===== config.mk =====
export PLATFORM = sky130hd
export DESIGN_NAME = efh_frame
export DESIGN_NICKNAME = d
export VERILOG_FILES = /design/src/design/efh_pkg.sv /design/src/design/efh_frame.sv /design/src/design/efh_crc32.sv /design/src/design/efh_addr_filter.sv
export SDC_FILE = /design/constraint.sdc
export NUM_CORES = 1
export LEC_CHECK = 0
export ABC_CLOCK_PERIOD_IN_PS = 2800
export BUFFER_PORTS_ARGS = -buffer_cell sky130_fd_sc_hd__clkbuf_2
export CAP_MARGIN = 10
export CORE_MARGIN = 4
export CORE_UTILIZATION = 52
export DETAILED_ROUTE_END_ITERATION = 8
export HOLD_SLACK_MARGIN = 0.08
export MAX_ROUTING_LAYER = met4
export PLACE_DENSITY = 0.83
export SETUP_SLACK_MARGIN = 0.2
export SYNTH_ARGS = -nofsm -noshare
export SYNTH_HDL_FRONTEND = slang
export SYNTH_SLANG_ARGS = --single-unit
export TNS_END_PERCENT = 1

===== constraint.sdc =====
create_clock -name i_sys_clk -period 2.8 [get_ports i_sys_clk]
set_input_delay 0.42 -clock i_sys_clk [delete_from_list [all_inputs] [get_ports i_sys_clk]]
set_output_delay 0.42 -clock i_sys_clk [all_outputs]
set_load 0.02 [all_outputs]

===== src/design/efh_pkg.sv =====
/*
 * Constants and types of the frame block.
 * Assumes one clock.
 */
// Function
// Transmit adds seven preamble bytes and delimiter; receive strips both.
// Preamble handling needs no host action.
// Received pad and checksum bytes pass on with the frame.
// First-byte low bit set means multicast.
// All-ones destination is broadcast.
// First-byte low bit clear means unicast.
// Receive filters select by address class.
// Host puts the destination in every transmit frame.
// Host, not device, supplies the source address.
// Type/length up to 05dc is a length, else a type.
// Over 1500 payload bytes only with huge frame enable.
// Minimum 60 bytes before checksum, 64 with it.
// Pad configuration can select zero padding of short frames.
// Undersize transmit frames are still sent without padding.
// Received frames under 18 bytes are dropped.
// Frames of 18 bytes or more are filtered normally.
// Host rejects received frames under 64 bytes.
// Bad checksum frames dropped when checksum filter enabled. The code still passes them to the host and clears good in o_rx_status.
// Pad configuration can select an appended 32-bit checksum.
// Fields go destination, source, type, payload, pad, checksum.
package efh_pkg;

   // ****************************************
   // Register map
   // ****************************************
   localparam int ADDR_W = 8;
   localparam int DATA_W = 32;
   localparam logic [7:0] REG_MAC_CTRL = 8'h00;
   localparam logic [7:0] REG_RX_FILTER = 8'h04;
   localparam logic [7:0] REG_STATION_LO = 8'h08;
   localparam logic [7:0] REG_STATION_HI = 8'h0c;
   localparam logic [7:0] REG_STATUS = 8'h10;
   localparam int PAD_CFG_LSB = 0;
   localparam int HUGE_EN_BIT = 3;
   localparam logic [2:0] PAD_CFG_RESET = 3'h0;
   localparam int PAD_EN_BIT = 0;
   localparam int FLT_UNICAST_BIT = 0;
   localparam int FLT_MULTICAST_BIT = 1;
   localparam int FLT_BROADCAST_BIT = 2;
   localparam int FLT_CRC_BIT = 3;
   localparam int FLT_ENABLE_BIT = 7;
   localparam logic [7:0] RX_FILTER_RESET = 8'h08;

   // ****************************************
   // Frame constants
   // ****************************************
   localparam int CNT_W = 16;
   localparam logic [7:0] PREAMBLE_BYTE = 8'h55;
   localparam logic [7:0] SFD_BYTE = 8'hd5;
   localparam logic [7:0] PAD_BYTE = 8'h00;
   localparam logic [2:0] PREAMBLE_LAST = 3'h6;
   localparam logic [1:0] FCS_LAST = 2'h3;
   localparam logic [CNT_W-1:0] MIN_FRAME_NO_FCS = 16'h003c;
   localparam logic [CNT_W-1:0] MAX_FRAME_NO_FCS = 16'h05ea;
   localparam logic [CNT_W-1:0] MAX_FRAME = 16'h05ee;
   localparam logic [CNT_W-1:0] RUNT_LEN = 16'h0012;
   localparam logic [CNT_W-1:0] DEST_LEN = 16'h0006;
   localparam logic [CNT_W-1:0] TYPE_HI_POS = 16'h000c;
   localparam logic [CNT_W-1:0] TYPE_LO_POS = 16'h000d;
   localparam logic [15:0] TYPE_LEN_MAX = 16'h05dc;
   localparam int DELAY_LEN = 17;
   localparam logic [4:0] DELAY_LAST = 5'h10;
   localparam logic [47:0] BROADCAST_ADDR = 48'hffff_ffff_ffff;
   localparam logic [31:0] CRC_INIT = 32'hffff_ffff;
   localparam logic [31:0] CRC_POLY = 32'hedb8_8320;
   localparam logic [31:0] CRC_RESIDUE = 32'hdebb_20e3;

   // ****************************************
   // Types
   // ****************************************
   typedef struct packed {
      logic [7:0] data;
      logic last;
   } efh_byte_type;

   typedef enum logic [1:0] {
      CLASS_UNICAST = 2'h0,
      CLASS_MULTICAST = 2'h1,
      CLASS_BROADCAST = 2'h3
   } efh_class_type;

   typedef struct packed {
      logic good;
      logic crc_ok;
      logic oversize;
      logic length_field;
      efh_class_type cls;
   } efh_rx_status_type;

   typedef enum logic [5:0] {
      TX_IDLE = 6'h01,
      TX_PRE = 6'h02,
      TX_SFD = 6'h04,
      TX_DATA = 6'h08,
      TX_PAD = 6'h10,
      TX_FCS = 6'h20
   } efh_tx_state_type;

   typedef enum logic [3:0] {
      RX_IDLE = 4'h1,
      RX_PRE = 4'h2,
      RX_DATA = 4'h4,
      RX_FLUSH = 4'h8
   } efh_rx_state_type;

endpackage


===== src/design/efh_frame.sv =====
/*
 * Frame transmit and receive with register port.
 * Assumes held transmit valid and idle gaps between received frames.
 */
module efh_frame
(
   input wire logic i_sys_clk,
   input wire logic i_sys_rst,
   input wire logic [efh_pkg::ADDR_W-1:0] i_reg_addr,
   input wire logic [efh_pkg::DATA_W-1:0] i_reg_wdata,
   input wire logic i_reg_wr,
   input wire logic i_reg_rd,
   output logic [efh_pkg::DATA_W-1:0] o_reg_rdata,
   input wire efh_pkg::efh_byte_type i_tx_byte,
   input wire logic i_tx_valid,
   output logic o_tx_ready,
   output logic [7:0] o_line_tx_data,
   output logic o_line_tx_en,
   input wire logic [7:0] i_line_rx_data,
   input wire logic i_line_rx_dv,
   output efh_pkg::efh_byte_type o_rx_byte,
   output logic o_rx_valid,
   output logic o_rx_end,
   output efh_pkg::efh_rx_status_type o_rx_status
);
   import efh_pkg::*;

   // ****************************************
   // Declarations
   // ****************************************
   logic [2:0] pad_cfg_reg;
   logic huge_en_reg;
   logic [7:0] filter_ctrl_reg;
   logic [47:0] station_reg;
   logic tx_oversize_reg;
   efh_tx_state_type tx_state_reg, tx_state_next;
   logic [CNT_W-1:0] tx_cnt_reg, tx_cnt_next;
   logic [2:0] tx_pre_reg, tx_pre_next;
   logic [1:0] tx_fcs_reg, tx_fcs_next;
   logic [7:0] tx_data_next;
   logic tx_en_next, tx_crc_valid, tx_crc_clear, tx_trunc;
   logic [31:0] tx_crc;
   logic tx_take, tx_pad_en, tx_crc_en;
   efh_rx_state_type rx_state_reg, rx_state_next;
   logic [CNT_W-1:0] rx_cnt_reg;
   logic [4:0] rx_ptr_reg;
   logic [4:0] rx_flush_reg;
   logic [7:0] rx_delay_mem [DELAY_LEN];
   logic [47:0] rx_dest_reg;
   logic [15:0] rx_type_reg;
   logic rx_oversize_reg;
   logic rx_byte_in, rx_crc_clear;
   logic [31:0] rx_crc;
   efh_class_type rx_class;
   logic rx_accept, rx_emit_ok, rx_crc_ok;

   // ****************************************
   // Pad configuration decode
   // ****************************************
   function automatic logic pad_selected(input logic [2:0] cfg);
      return cfg[PAD_EN_BIT];
   endfunction

   function automatic logic crc_selected(input logic [2:0] cfg);
      return cfg != PAD_CFG_RESET;
   endfunction

   assign tx_pad_en = pad_selected(pad_cfg_reg);
   assign tx_crc_en = crc_selected(pad_cfg_reg);

   // ****************************************
   // Register port
   // ****************************************
   always_ff @(posedge i_sys_clk)
   begin
      if (i_sys_rst)
      begin
         pad_cfg_reg <= PAD_CFG_RESET;
         huge_en_reg <= 1'b0;
         filter_ctrl_reg <= RX_FILTER_RESET;
         station_reg <= '0;
      end
      else if (i_reg_wr)
      begin
         case (i_reg_addr)
            REG_MAC_CTRL:
            begin
               pad_cfg_reg <= i_reg_wdata[PAD_CFG_LSB +: 3];
               huge_en_reg <= i_reg_wdata[HUGE_EN_BIT];
            end
            REG_RX_FILTER: filter_ctrl_reg <= i_reg_wdata[7:0];
            REG_STATION_LO: station_reg[31:0] <= i_reg_wdata;
            REG_STATION_HI: station_reg[47:32] <= i_reg_wdata[15:0];
            default: ;
         endcase
      end
   end

   always_ff @(posedge i_sys_clk)
   begin
      if (i_sys_rst)
      begin
         o_reg_rdata <= '0;
      end
      else if (i_reg_rd)
      begin
         case (i_reg_addr)
            REG_MAC_CTRL: o_reg_rdata <= {28'h0000000, huge_en_reg, pad_cfg_reg};
            REG_RX_FILTER: o_reg_rdata <= {24'h000000, filter_ctrl_reg};
            REG_STATION_LO: o_reg_rdata <= station_reg[31:0];
            REG_STATION_HI: o_reg_rdata <= {16'h0000, station_reg[47:32]};
            REG_STATUS: o_reg_rdata <= {24'h000000, tx_oversize_reg, (rx_state_reg != RX_IDLE),
                                        (tx_state_reg != TX_IDLE), o_rx_status[4:0]};
            default: o_reg_rdata <= '0;
         endcase
      end
      else
      begin
         o_reg_rdata <= '0;
      end
   end

   // ****************************************
   // Transmit framing
   // ****************************************
   assign tx_take = (tx_state_reg == TX_DATA) && o_tx_ready && i_tx_valid;
   assign tx_trunc = (tx_cnt_reg >= MAX_FRAME_NO_FCS) && !huge_en_reg;

   always_comb
   begin
      tx_state_next = tx_state_reg;
      tx_cnt_next = tx_cnt_reg;
      tx_pre_next = tx_pre_reg;
      tx_fcs_next = tx_fcs_reg;
      tx_data_next = PAD_BYTE;
      tx_en_next = 1'b0;
      tx_crc_valid = 1'b0;
      tx_crc_clear = 1'b0;
      case (tx_state_reg)
         TX_IDLE:
         begin
            tx_crc_clear = 1'b1;
            tx_cnt_next = '0;
            tx_pre_next = '0;
            tx_fcs_next = '0;
            if (i_tx_valid)
            begin
               tx_state_next = TX_PRE;
            end
         end
         TX_PRE:
         begin
            tx_data_next = PREAMBLE_BYTE;
            tx_en_next = 1'b1;
            tx_pre_next = tx_pre_reg + 3'h1;
            if (tx_pre_reg == PREAMBLE_LAST)
            begin
               tx_state_next = TX_SFD;
            end
         end
         TX_SFD:
         begin
            tx_data_next = SFD_BYTE;
            tx_en_next = 1'b1;
            tx_state_next = TX_DATA;
         end
         TX_DATA:
         begin
            if (tx_take && !tx_trunc)
            begin

               tx_data_next = i_tx_byte.data;
               tx_en_next = 1'b1;
               tx_crc_valid = 1'b1;
               tx_cnt_next = tx_cnt_reg + 16'h0001;
            end
            if (tx_take && i_tx_byte.last)
            begin
               if (tx_pad_en && (tx_cnt_next < MIN_FRAME_NO_FCS))
               begin
                  tx_state_next = TX_PAD;
               end
               else if (tx_crc_en)
               begin
                  tx_state_next = TX_FCS;
               end
               else
               begin
                  tx_state_next = TX_IDLE;
               end
            end
         end
         TX_PAD:
         begin
            tx_data_next = PAD_BYTE;
            tx_en_next = 1'b1;
            tx_crc_valid = 1'b1;
            tx_cnt_next = tx_cnt_reg + 16'h0001;
            if (tx_cnt_next >= MIN_FRAME_NO_FCS)
            begin
               tx_state_next = tx_crc_en ? TX_FCS : TX_IDLE;
            end
         end
         TX_FCS:
         begin
            tx_data_next = ~tx_crc[{tx_fcs_reg, 3'h0} +: 8];
            tx_en_next = 1'b1;
            tx_fcs_next = tx_fcs_reg + 2'h1;
            if (tx_fcs_reg == FCS_LAST)
            begin
               tx_state_next = TX_IDLE;
            end
         end
         default: tx_state_next = TX_IDLE;
      endcase
   end

   always_ff @(posedge i_sys_clk)
   begin
      if (i_sys_rst)
      begin
         tx_state_reg <= TX_IDLE;
         tx_cnt_reg <= '0;
         tx_pre_reg <= '0;
         tx_fcs_reg <= '0;
         o_tx_ready <= 1'b0;
         o_line_tx_data <= '0;
         o_line_tx_en <= 1'b0;
      end
      else
      begin
         tx_state_reg <= tx_state_next;
         tx_cnt_reg <= tx_cnt_next;
         tx_pre_reg <= tx_pre_next;
         tx_fcs_reg <= tx_fcs_next;
         o_tx_ready <= (tx_state_next == TX_DATA);
         o_line_tx_data <= tx_data_next;
         o_line_tx_en <= tx_en_next;
      end
   end

   always_ff @(posedge i_sys_clk)
   begin
      if (i_sys_rst)
      begin
         tx_oversize_reg <= 1'b0;
      end
      else if (tx_take && tx_trunc)
      begin
         tx_oversize_reg <= 1'b1;
      end
      else if (i_reg_rd && (i_reg_addr == REG_STATUS))
      begin
         tx_oversize_reg <= 1'b0;
      end
   end

   efh_crc32 u_tx_crc
   (
      .i_sys_clk(i_sys_clk),
      .i_sys_rst(i_sys_rst),
      .i_clear(tx_crc_clear),
      .i_valid(tx_crc_valid),
      .i_data(tx_data_next),
      .o_crc(tx_crc)
   );

   // ****************************************
   // Receive delimiter stripping
   // ****************************************
   assign rx_byte_in = (rx_state_reg == RX_DATA) && i_line_rx_dv;
   assign rx_crc_clear = (rx_state_reg == RX_PRE);

   always_comb
   begin
      rx_state_next = rx_state_reg;
      case (rx_state_reg)
         RX_IDLE:
         begin
            if (i_line_rx_dv && (i_line_rx_data == PREAMBLE_BYTE))
            begin
               rx_state_next = RX_PRE;
            end
         end
         RX_PRE:
         begin
            if (!i_line_rx_dv || ((i_line_rx_data != PREAMBLE_BYTE) && (i_line_rx_data != SFD_BYTE)))
            begin
               rx_state_next = RX_IDLE;
            end
            else if (i_line_rx_data == SFD_BYTE)
            begin
               rx_state_next = RX_DATA;
            end
         end
         RX_DATA:
         begin
            if (!i_line_rx_dv)
            begin

               rx_state_next = (rx_cnt_reg >= RUNT_LEN) ? RX_FLUSH : RX_IDLE;
            end
         end
         RX_FLUSH:
         begin
            if (rx_flush_reg == DELAY_LAST)
            begin
               rx_state_next = RX_IDLE;
            end
         end
         default: rx_state_next = RX_IDLE;
      endcase
   end

   always_ff @(posedge i_sys_clk)
   begin
      if (i_sys_rst)
      begin
         rx_state_reg <= RX_IDLE;
      end
      else
      begin
         rx_state_reg <= rx_state_next;
      end
   end

   // ****************************************
   // Receive capture and delay line
   // ****************************************
   always_ff @(posedge i_sys_clk)
   begin
      if (i_sys_rst || rx_crc_clear)
      begin
         rx_cnt_reg <= '0;
         rx_ptr_reg <= '0;
         rx_flush_reg <= '0;
         rx_oversize_reg <= 1'b0;
      end
      else if (rx_byte_in)
      begin
         if (rx_cnt_reg != '1)
         begin
            rx_cnt_reg <= rx_cnt_reg + 16'h0001;
         end
         if (rx_cnt_reg >= MAX_FRAME && !huge_en_reg)
         begin
            rx_oversize_reg <= 1'b1;
         end
         rx_ptr_reg <= (rx_ptr_reg == DELAY_LAST) ? 5'h00 : rx_ptr_reg + 5'h01;
      end
      else if (rx_state_reg == RX_FLUSH)
      begin
         rx_flush_reg <= rx_flush_reg + 5'h01;
         rx_ptr_reg <= (rx_ptr_reg == DELAY_LAST) ? 5'h00 : rx_ptr_reg + 5'h01;
      end
   end

   always_ff @(posedge i_sys_clk)
   begin
      if (rx_byte_in)
      begin
         rx_delay_mem[rx_ptr_reg] <= i_line_rx_data;
      end
   end

   always_ff @(posedge i_sys_clk)
   begin
      if (i_sys_rst)
      begin
         rx_dest_reg <= '0;
         rx_type_reg <= '0;
      end
      else if (rx_byte_in)
      begin
         if (rx_cnt_reg < DEST_LEN)
         begin
            rx_dest_reg <= {rx_dest_reg[39:0], i_line_rx_data};
         end
         if (rx_cnt_reg == TYPE_HI_POS)
         begin
            rx_type_reg[15:8] <= i_line_rx_data;
         end
         if (rx_cnt_reg == TYPE_LO_POS)
         begin
            rx_type_reg[7:0] <= i_line_rx_data;
         end
      end
   end

   efh_crc32 u_rx_crc
   (
      .i_sys_clk(i_sys_clk),
      .i_sys_rst(i_sys_rst),
      .i_clear(rx_crc_clear),
      .i_valid(rx_byte_in),
      .i_data(i_line_rx_data),
      .o_crc(rx_crc)
   );

   efh_addr_filter u_filter
   (
      .i_dest(rx_dest_reg),
      .i_station(station_reg),
      .i_filter_ctrl(filter_ctrl_reg),
      .o_class(rx_class),
      .o_accept(rx_accept)
   );

   // ****************************************
   // Receive output to host
   // ****************************************
   assign rx_emit_ok = rx_accept && !rx_oversize_reg;
   assign rx_crc_ok = (rx_crc == CRC_RESIDUE);

   always_ff @(posedge i_sys_clk)
   begin
      if (i_sys_rst)
      begin
         o_rx_byte <= '0;
         o_rx_valid <= 1'b0;
         o_rx_end <= 1'b0;
         o_rx_status <= '0;
      end
      else
      begin
         o_rx_valid <= 1'b0;
         o_rx_end <= 1'b0;
         if (rx_byte_in && (rx_cnt_reg >= DELAY_LEN) && rx_emit_ok)
         begin
            o_rx_byte <= '{data: rx_delay_mem[rx_ptr_reg], last: 1'b0};
            o_rx_valid <= 1'b1;
         end
         else if ((rx_state_reg == RX_FLUSH) && rx_emit_ok)
         begin
            o_rx_byte <= '{data: rx_delay_mem[rx_ptr_reg], last: (rx_flush_reg == DELAY_LAST)};
            o_rx_valid <= 1'b1;
            if (rx_flush_reg == DELAY_LAST)
            begin
               o_rx_end <= 1'b1;
               o_rx_status.good <= rx_crc_ok || !filter_ctrl_reg[FLT_CRC_BIT];
               o_rx_status.crc_ok <= rx_crc_ok;
               o_rx_status.oversize <= rx_oversize_reg;
               o_rx_status.length_field <= (rx_type_reg <= TYPE_LEN_MAX);
               o_rx_status.cls <= rx_class;
            end
         end
      end
   end
endmodule // efh_frame


===== src/design/efh_crc32.sv =====
/*
 * Byte-wide frame checksum.
 * Assumes a clear per frame.
 */
module efh_crc32
(
   input wire logic i_sys_clk,
   input wire logic i_sys_rst,
   input wire logic i_clear,
   input wire logic i_valid,
   input wire logic [7:0] i_data,
   output logic [31:0] o_crc
);
   import efh_pkg::*;

   // ****************************************
   // Byte update
   // ****************************************
   function automatic logic [31:0] crc_step(input logic [31:0] crc, input logic [7:0] data);
      logic [31:0] c;
      c = crc ^ {24'h000000, data};
      for (int i = 0; i < 8; i++)
      begin
         c = c[0] ? ((c >> 1) ^ CRC_POLY) : (c >> 1);
      end
      return c;
   endfunction

   always_ff @(posedge i_sys_clk)
   begin
      if (i_sys_rst || i_clear)
      begin
         o_crc <= CRC_INIT;
      end
      else if (i_valid)
      begin
         o_crc <= crc_step(o_crc, i_data);
      end
   end
endmodule // efh_crc32


===== src/design/efh_addr_filter.sv =====
/*
 * Address class and filter.
 * Assumes a stable destination.
 */
module efh_addr_filter
(
   input wire logic [47:0] i_dest,
   input wire logic [47:0] i_station,
   input wire logic [7:0] i_filter_ctrl,
   output efh_pkg::efh_class_type o_class,
   output logic o_accept
);
   import efh_pkg::*;

   // ****************************************
   // Classification and filter
   // ****************************************
   always_comb
   begin
      if (i_dest == BROADCAST_ADDR)
      begin
         o_class = CLASS_BROADCAST;
      end
      else if (i_dest[40])
      begin
         o_class = CLASS_MULTICAST;
      end
      else
      begin
         o_class = CLASS_UNICAST;
      end
   end

   always_comb
   begin
      if (!i_filter_ctrl[FLT_ENABLE_BIT])
      begin
         o_accept = 1'b1;
      end
      else
      begin
         case (o_class)
            CLASS_BROADCAST: o_accept = i_filter_ctrl[FLT_BROADCAST_BIT];
            CLASS_MULTICAST: o_accept = i_filter_ctrl[FLT_MULTICAST_BIT];
            default: o_accept = i_filter_ctrl[FLT_UNICAST_BIT] && (i_dest == i_station);
         endcase
      end
   end
endmodule // efh_addr_filter


# ---- After elaboration in Yosys (flattened, before gate mapping)
# Memory sizes are Yosys's and may differ from the RTL's. A register that Yosys moved wholly into a read port is not among the register bits.
# Index checks and enable logic that the tools add are counted.
# W data, S select, Z words.
dict set report word_totals {
  ram_bits 136
  register_bits 306
  memories 1
  elab_cells 220
}
dict set report op_classes {
  mux 61
  add_sub_neg 6
  order_cmp 8
  n_shift 1
  reduce_logical 50
  eq_ne 37
  bitwise_logic 23
}
# name depth width rd rd_clocked_by_memory_dff write_ports line
set mem_list {}
lappend mem_list {rx_delay_mem 17 8 1 1 1 efh_frame.sv:48} ;# logic [7:0] rx_delay_mem [DELAY_LEN];
# op count
set op_table {}
lappend op_table {{$mux W32} 16}
lappend op_table {{$not A13 Y14} 16}
lappend op_table {{$pmux W32 S5} 1}
lappend op_table {{$xor A32 B8 Y32} 2}
lappend op_table {{$eq A48 B48 Y1} 1}
lappend op_table {{$eq A48 B48 Y1 const B} 1}
lappend op_table {{$pmux W16 S3} 1}
lappend op_table {{$mux W6} 7}
lappend op_table {{$pmux W6 S6} 1}
lappend op_table {{$add A16 B1 Y16 const B} 2}
lappend op_table {{$eq A16 B4 Y1 const B} 2}
lappend op_table {{$eq A32 B32 Y1 const B} 1}
lappend op_table {{$ge A16 B11 Y1 const B} 2}
lappend op_table {{$ge A16 B5 Y1 const B} 2}
lappend op_table {{$mux W16} 2}
lappend op_table {{$pmux W8 S4} 1}
lappend op_table {{$shiftx A32 B6 Y8} 1}
lappend op_table {{$mux W5} 5}
lappend op_table {{$mux W4} 6}
lappend op_table {{$reduce_and A2 Y1} 10}
lappend op_table {{$mux W9} 2}
lappend op_table {{$logic_and A1 B1 Y1} 17}
lappend op_table {{$eq A8 B4 Y1 const B} 2}
lappend op_table {{$ge A16 B6 Y1 const B} 1}
lappend op_table {{other kinds (51)} 84}

# ---- Logic depth before layout (Yosys ltp)
dict set report depth {
  word_depth 23
  depth_mapped 12
  mapped_depth_nobuf 11
}

# ---- Modules after synthesis
# Synthesis repeated with hierarchy kept, for this count alone.
dict set report hier_totals {
  hier_cells 1924
  area_unflattened_um2 19985.4
}
# mod cells_each area_per_inst_um2 n_inst
set modules_own_cells {}
lappend modules_own_cells {efh_frame 1447 15637.5 1}
lappend modules_own_cells {efh_crc32 196 1844.3 2}
lappend modules_own_cells {efh_addr_filter 85 659.4 1}

# ---- Least setup slack after synthesis
# Ideal clock, no wire load.
dict set report synth_path {
  kind {register -> register}
  start {reg tx_cnt_reg[0]}
  end {reg u_tx_crc.o_crc[19]}
  arrival_time_ns 2.866
  path_stages_with_launch 12
  n_path_buf 0
  slack_ns -0.193
  setup_ns 0.127
  path_cell_list {dfxtp_1 inv_1 ha_1 nor4_1 nor4_4 nor3_4 a21oi_1 xnor2_2 xnor3_1 xor2_1 xnor2_1 o21ai_1}
}
dict set report synth_between {
  elab_chain_len 20
  elab_cells_between_ends 24
  cone_classes {order compare: 1; mux: 12; bitwise: 8; reduce/logical: 3}
}
# element line
set synth_rtl {}
lappend synth_rtl {{start: declaration} efh_frame.sv:37} ;# logic [CNT_W-1:0] tx_cnt_reg, tx_cnt_next;
lappend synth_rtl {{start signal: assignment} efh_frame.sv:233} ;# tx_cnt_reg <= tx_cnt_next;
lappend synth_rtl {{$ge A16 B11 Y1 *} efh_frame.sv:127} ;# assign tx_trunc = (tx_cnt_reg >= MAX_FRAME_NO_FCS) && !huge_en_reg;
lappend synth_rtl {{$logic_and A1 B1 Y1 *} efh_frame.sv:127}
lappend synth_rtl {{$logic_not A1 Y1 *} efh_frame.sv:169} ;# if (tx_take && !tx_trunc)
lappend synth_rtl {{$logic_and A1 B1 Y1 *} efh_frame.sv:169}
lappend synth_rtl {{$mux W8} efh_frame.sv:169}
lappend synth_rtl {{$pmux W8 S4} efh_frame.sv:139} ;# case (tx_state_reg)
lappend synth_rtl {{$xor A32 B8 Y32} efh_crc32.sv:21} ;# c = crc ^ {24'h000000, data};
lappend synth_rtl {{$mux W32 (2 in a row)} efh_crc32.sv:24} ;# c = c[0] ? ((c >> 1) ^ CRC_POLY) : (c >> 1);
lappend synth_rtl {{[2 not listed]} -}
lappend synth_rtl {{$not A13 Y14 (no source line)} -}
lappend synth_rtl {{$mux W32 (2 in a row)} efh_crc32.sv:24}
lappend synth_rtl {{$not A13 Y14 (no source line)} -}
lappend synth_rtl {{$mux W32} efh_crc32.sv:24}
lappend synth_rtl {{$not A13 Y14 (no source line)} -}
lappend synth_rtl {{$mux W32} efh_crc32.sv:24}
lappend synth_rtl {{$not A13 Y14 (no source line)} -}
lappend synth_rtl {{$mux W32} efh_crc32.sv:24}
lappend synth_rtl {{end signal: assignment} efh_crc32.sv:37} ;# o_crc <= crc_step(o_crc, i_data);
lappend synth_rtl {{end: declaration} efh_crc32.sv:12} ;# output logic [31:0] o_crc
# Mark *: on every way between the ends. The rest lies on a longest branch, timed or not.
# A chain may end at the register's enable or synchronous reset.

# ---- Worst setup path after layout
dict set report layout_path {
  start {reg tx_cnt_reg[9]}
  end {reg u_tx_crc.o_crc[19]}
}
# The elaborated chain is that of the path after synthesis.

==> results.yml <==
outcome:
  status: "finished with violations"
  violations: "negative setup slack"
floorplanning:
  ioPinCount: 122
  fp.dieH_um: 203.2
  row_count: 71
  die_x_um: 203.2
  core_mm2: 0.03767
  dieArea_mm2: 0.04129
  initial_core_util: 0.5261
critical_path:
  cp-end-kind: "flop"
  worst_ep_arrival_time_ns: 3.35
  rrSetupSlack_ns: -0.08
  cp_slowest_stage_delay_ns: 0.54
  crit_type: "reg -> reg"
  crit_path_cell_trace: "or4b_4, buf_6, nor4_4, nor3_4, buf_12, buf_6, a32oi_4, xnor2_4, xor2_2, xor2_2, xnor2_1, o21ai_1"
  critical_path.top_delay_family: "XOR/XNOR gates"
  crit_slowest_cell: "or4b_4"
  worstSetupStartpointType: "flop"
  critPathMaxFanout: 8
  cp_num_buf_inv: 3
  cp.required_ns: 3.27
drt:
  ant_nets: 0
  vias: 15740
  first_pass_iters: 6
  routed_wl_mm: 52.75
  wl_per_cell_um: 19.41
  drt_iter0_markers: 1364
  viasPerCell: 5.789
  drc_errors: 0
cts:
  cts_buffer_depth: 3
  clk_latency_ns: 0.59
  clock-root-buffer: "clkbuf_16"
  cts_inserted_buffers: 46
  cts_tree: "built"
  clock-sinks: 447
  cts_max_level: 2
  clkTransAtPathRegs_ns: 0.06
finish:
  area_delta_synth_final_pct: 21.97
  n_antenna_cell: 0
  fin_nets: 2248
  seqCellArea_mm2: 0.01032
  largest_register_ffs: 136
  multi_input_area_mm2: 0.009409
  stdcell_count: 2718
  fill_cells: 2770
  mostFrequentLayoutCells: "nand2_1 (306), dfxtp_1 (302), a21oi_1 (166)"
  final_cell_area_mm2: 0.02417
  drive_above_1_share: 0.2247
  final_common_cell: "nand2_1"
logic_synthesis:
  ys_ff_latch: 447
  ys.warnings.count: 0
  synth_ff_type: "dfxtp_1"
  async_reset_ff_frac: 0
  yosysTopAreaCellShare: 0.3142
  ys_seq_area_frac: 0.5203
  syn_area_mm2: 0.01982
  synth_cell_type_count: 77
  syn_area_per_cell_um2: 10.28
  synth.area.top_cells: "dfxtp_1 (31%), edfxtp_1 (21%), xnor2_1 (6.3%)"
  synth-edff-count: 136
  synth_area_leader_cell: "dfxtp_1"
  syn_nets: 2005
  synthCells: 1927
place:
  place_area_mm2: 0.02199
  place_inst: 2600
  gp_congestion: 0.9555
  dp_slack_ns: -0.1514
  portBuffers: 121
  dpl.hpwl_mm: 35.07
sta:
  period_minus_slack_ns: 2.879
  slew_headroom: 0.5536
  worst_slack_ns: -0.07932
  worst_slew_pin_slew_ns: 0.6696
  max_freq_ghz: 0.3473
  finalHoldViolations: 0
  setup_viol: 19
  final.period_utilization: 1.028
  slew_violations: 0
  clock_skew_ns: 0.02132
  grt_setup_unrepaired: "yes"
power_and_ir_drop:
  cellPowerDensity_mw_per_mm2: 607.3
  p_leak_nw: 8.766
  irDropWorstVdd_v: 0.0004186
  power.total_mw: 14.68
grt:
  grt_pass1_wl_mm: 82.91
  track_usage: 0.2549
  grt_max_degree: 88
  grt_pass1_vias: 15440
  overflow: 0
  antenna_found_initial: 0
min_path:
  min_path_type: "in -> reg"
job:
  cap_violations: 0
-- cells in the mapped netlist (13+ instances only) --
master,count
mux2i_1,28
inv_1,18
a21oi_1,169
nor4_1,16
xor2_1,67
nor3_1,16
and3_1,13
nand2_1,309
edfxtp_1,136
ha_1,15
clkbuf_1,94
xnor2_1,143
mux4_2,48
and2_1,20
nor2_1,166
dfxtp_1,311
o21ai_0,34
nand3_1,39
nand4_1,41
a211oi_1,13
o211ai_1,42
-- stage by stage --
| stage | TNS (ns) | util | hold WS (ns) |
|---|---|---|---|
| 2_1_floorplan | -0.07114 | - | 0.4322 |
| 3_3_place_gp | -0.08893 | 0.5839 | 0.4407 |
| 3_5_place_dp | -1.321 | 0.5839 | 0.4470 |
| 4_1_cts | -1.042 | 0.6368 | 0.08920 |
| 5_1_grt | -3.579 | 0.6416 | 0.1066 |
| 6_report | -0.5751 | 0.6416 | 0.1090 |
-- final timing paths --
check                                startpoint                 end  depth (start not counted)
worst max-delay path              tx_cnt_reg[9]  u_tx_crc.o_crc[19]                         12
worst min-delay path            i_reg_wdata[14]     station_reg[46]                          3
worst max register to register    tx_cnt_reg[9]  u_tx_crc.o_crc[19]                         12
worst min register to register  rx_type_reg[12]     rx_type_reg[12]                          2
-- per-layer routing --
metal / track usage / wire [um] / vias to the layer above
li1: - / - / 7286
met2: 0.4191 / 25910 / 684
met5: - / 0 / -
met1: 0.3225 / 21040 / 7643
met4: 0.08817 / 1739 / 0
met3: 0.04389 / 4060 / 122
-- final cells by class --
cell class                 instances  share of cell area
sequential                       447              0.4271
multi-input combinational       1353              0.3893
timing repair buffer             304             0.09049
clock buffer                      65             0.05353
tap                              511             0.02645
clock inverter                    20             0.01035
inverter                          18            0.002796
-- where the power goes --
part	leakage, nW	internal, mW	switching [mW]	total (mW)
clock	0.753	3.70	2.57	6.27
sequential	3.73	6.71	0.0466	6.76
combinational	4.28	0.708	0.940	1.65
total	8.77	11.1	3.56	14.7
-- kinds of logic (layout without fill, tap and decap cells) --
kind of cell / count (synthesis) / after routing / synth area share
simple gates: 708 / 708 / 0.1673
buf+inv: 127 / 407 / 0.02463
flops: 447 / 447 / 0.5203
fa+ha+maj: 15 / 15 / 0.009471
xor+xnor: 223 / 223 / 0.1059
compound gates: 323 / 323 / 0.09914
mux: 84 / 84 / 0.07325
-- worst min-delay path, stage by stage --
cell	delay [ns]
clkbuf_2	0.11
nand2_1	0.06
a21oi_1	0.06
-- what timing repair did --
item | 4_1_cts | 5_1_grt
hold buffers | 24 | 0
hold endpoints to repair | 29 | 0
pin swaps | 26 | 14
gates resized for setup | 25 | 37
gates cloned | 0 | 0
buffers inserted | 8 | 1
setup endpoints to repair | 34 | 73
No activity file was read; power rests on OpenSTA's default activity.
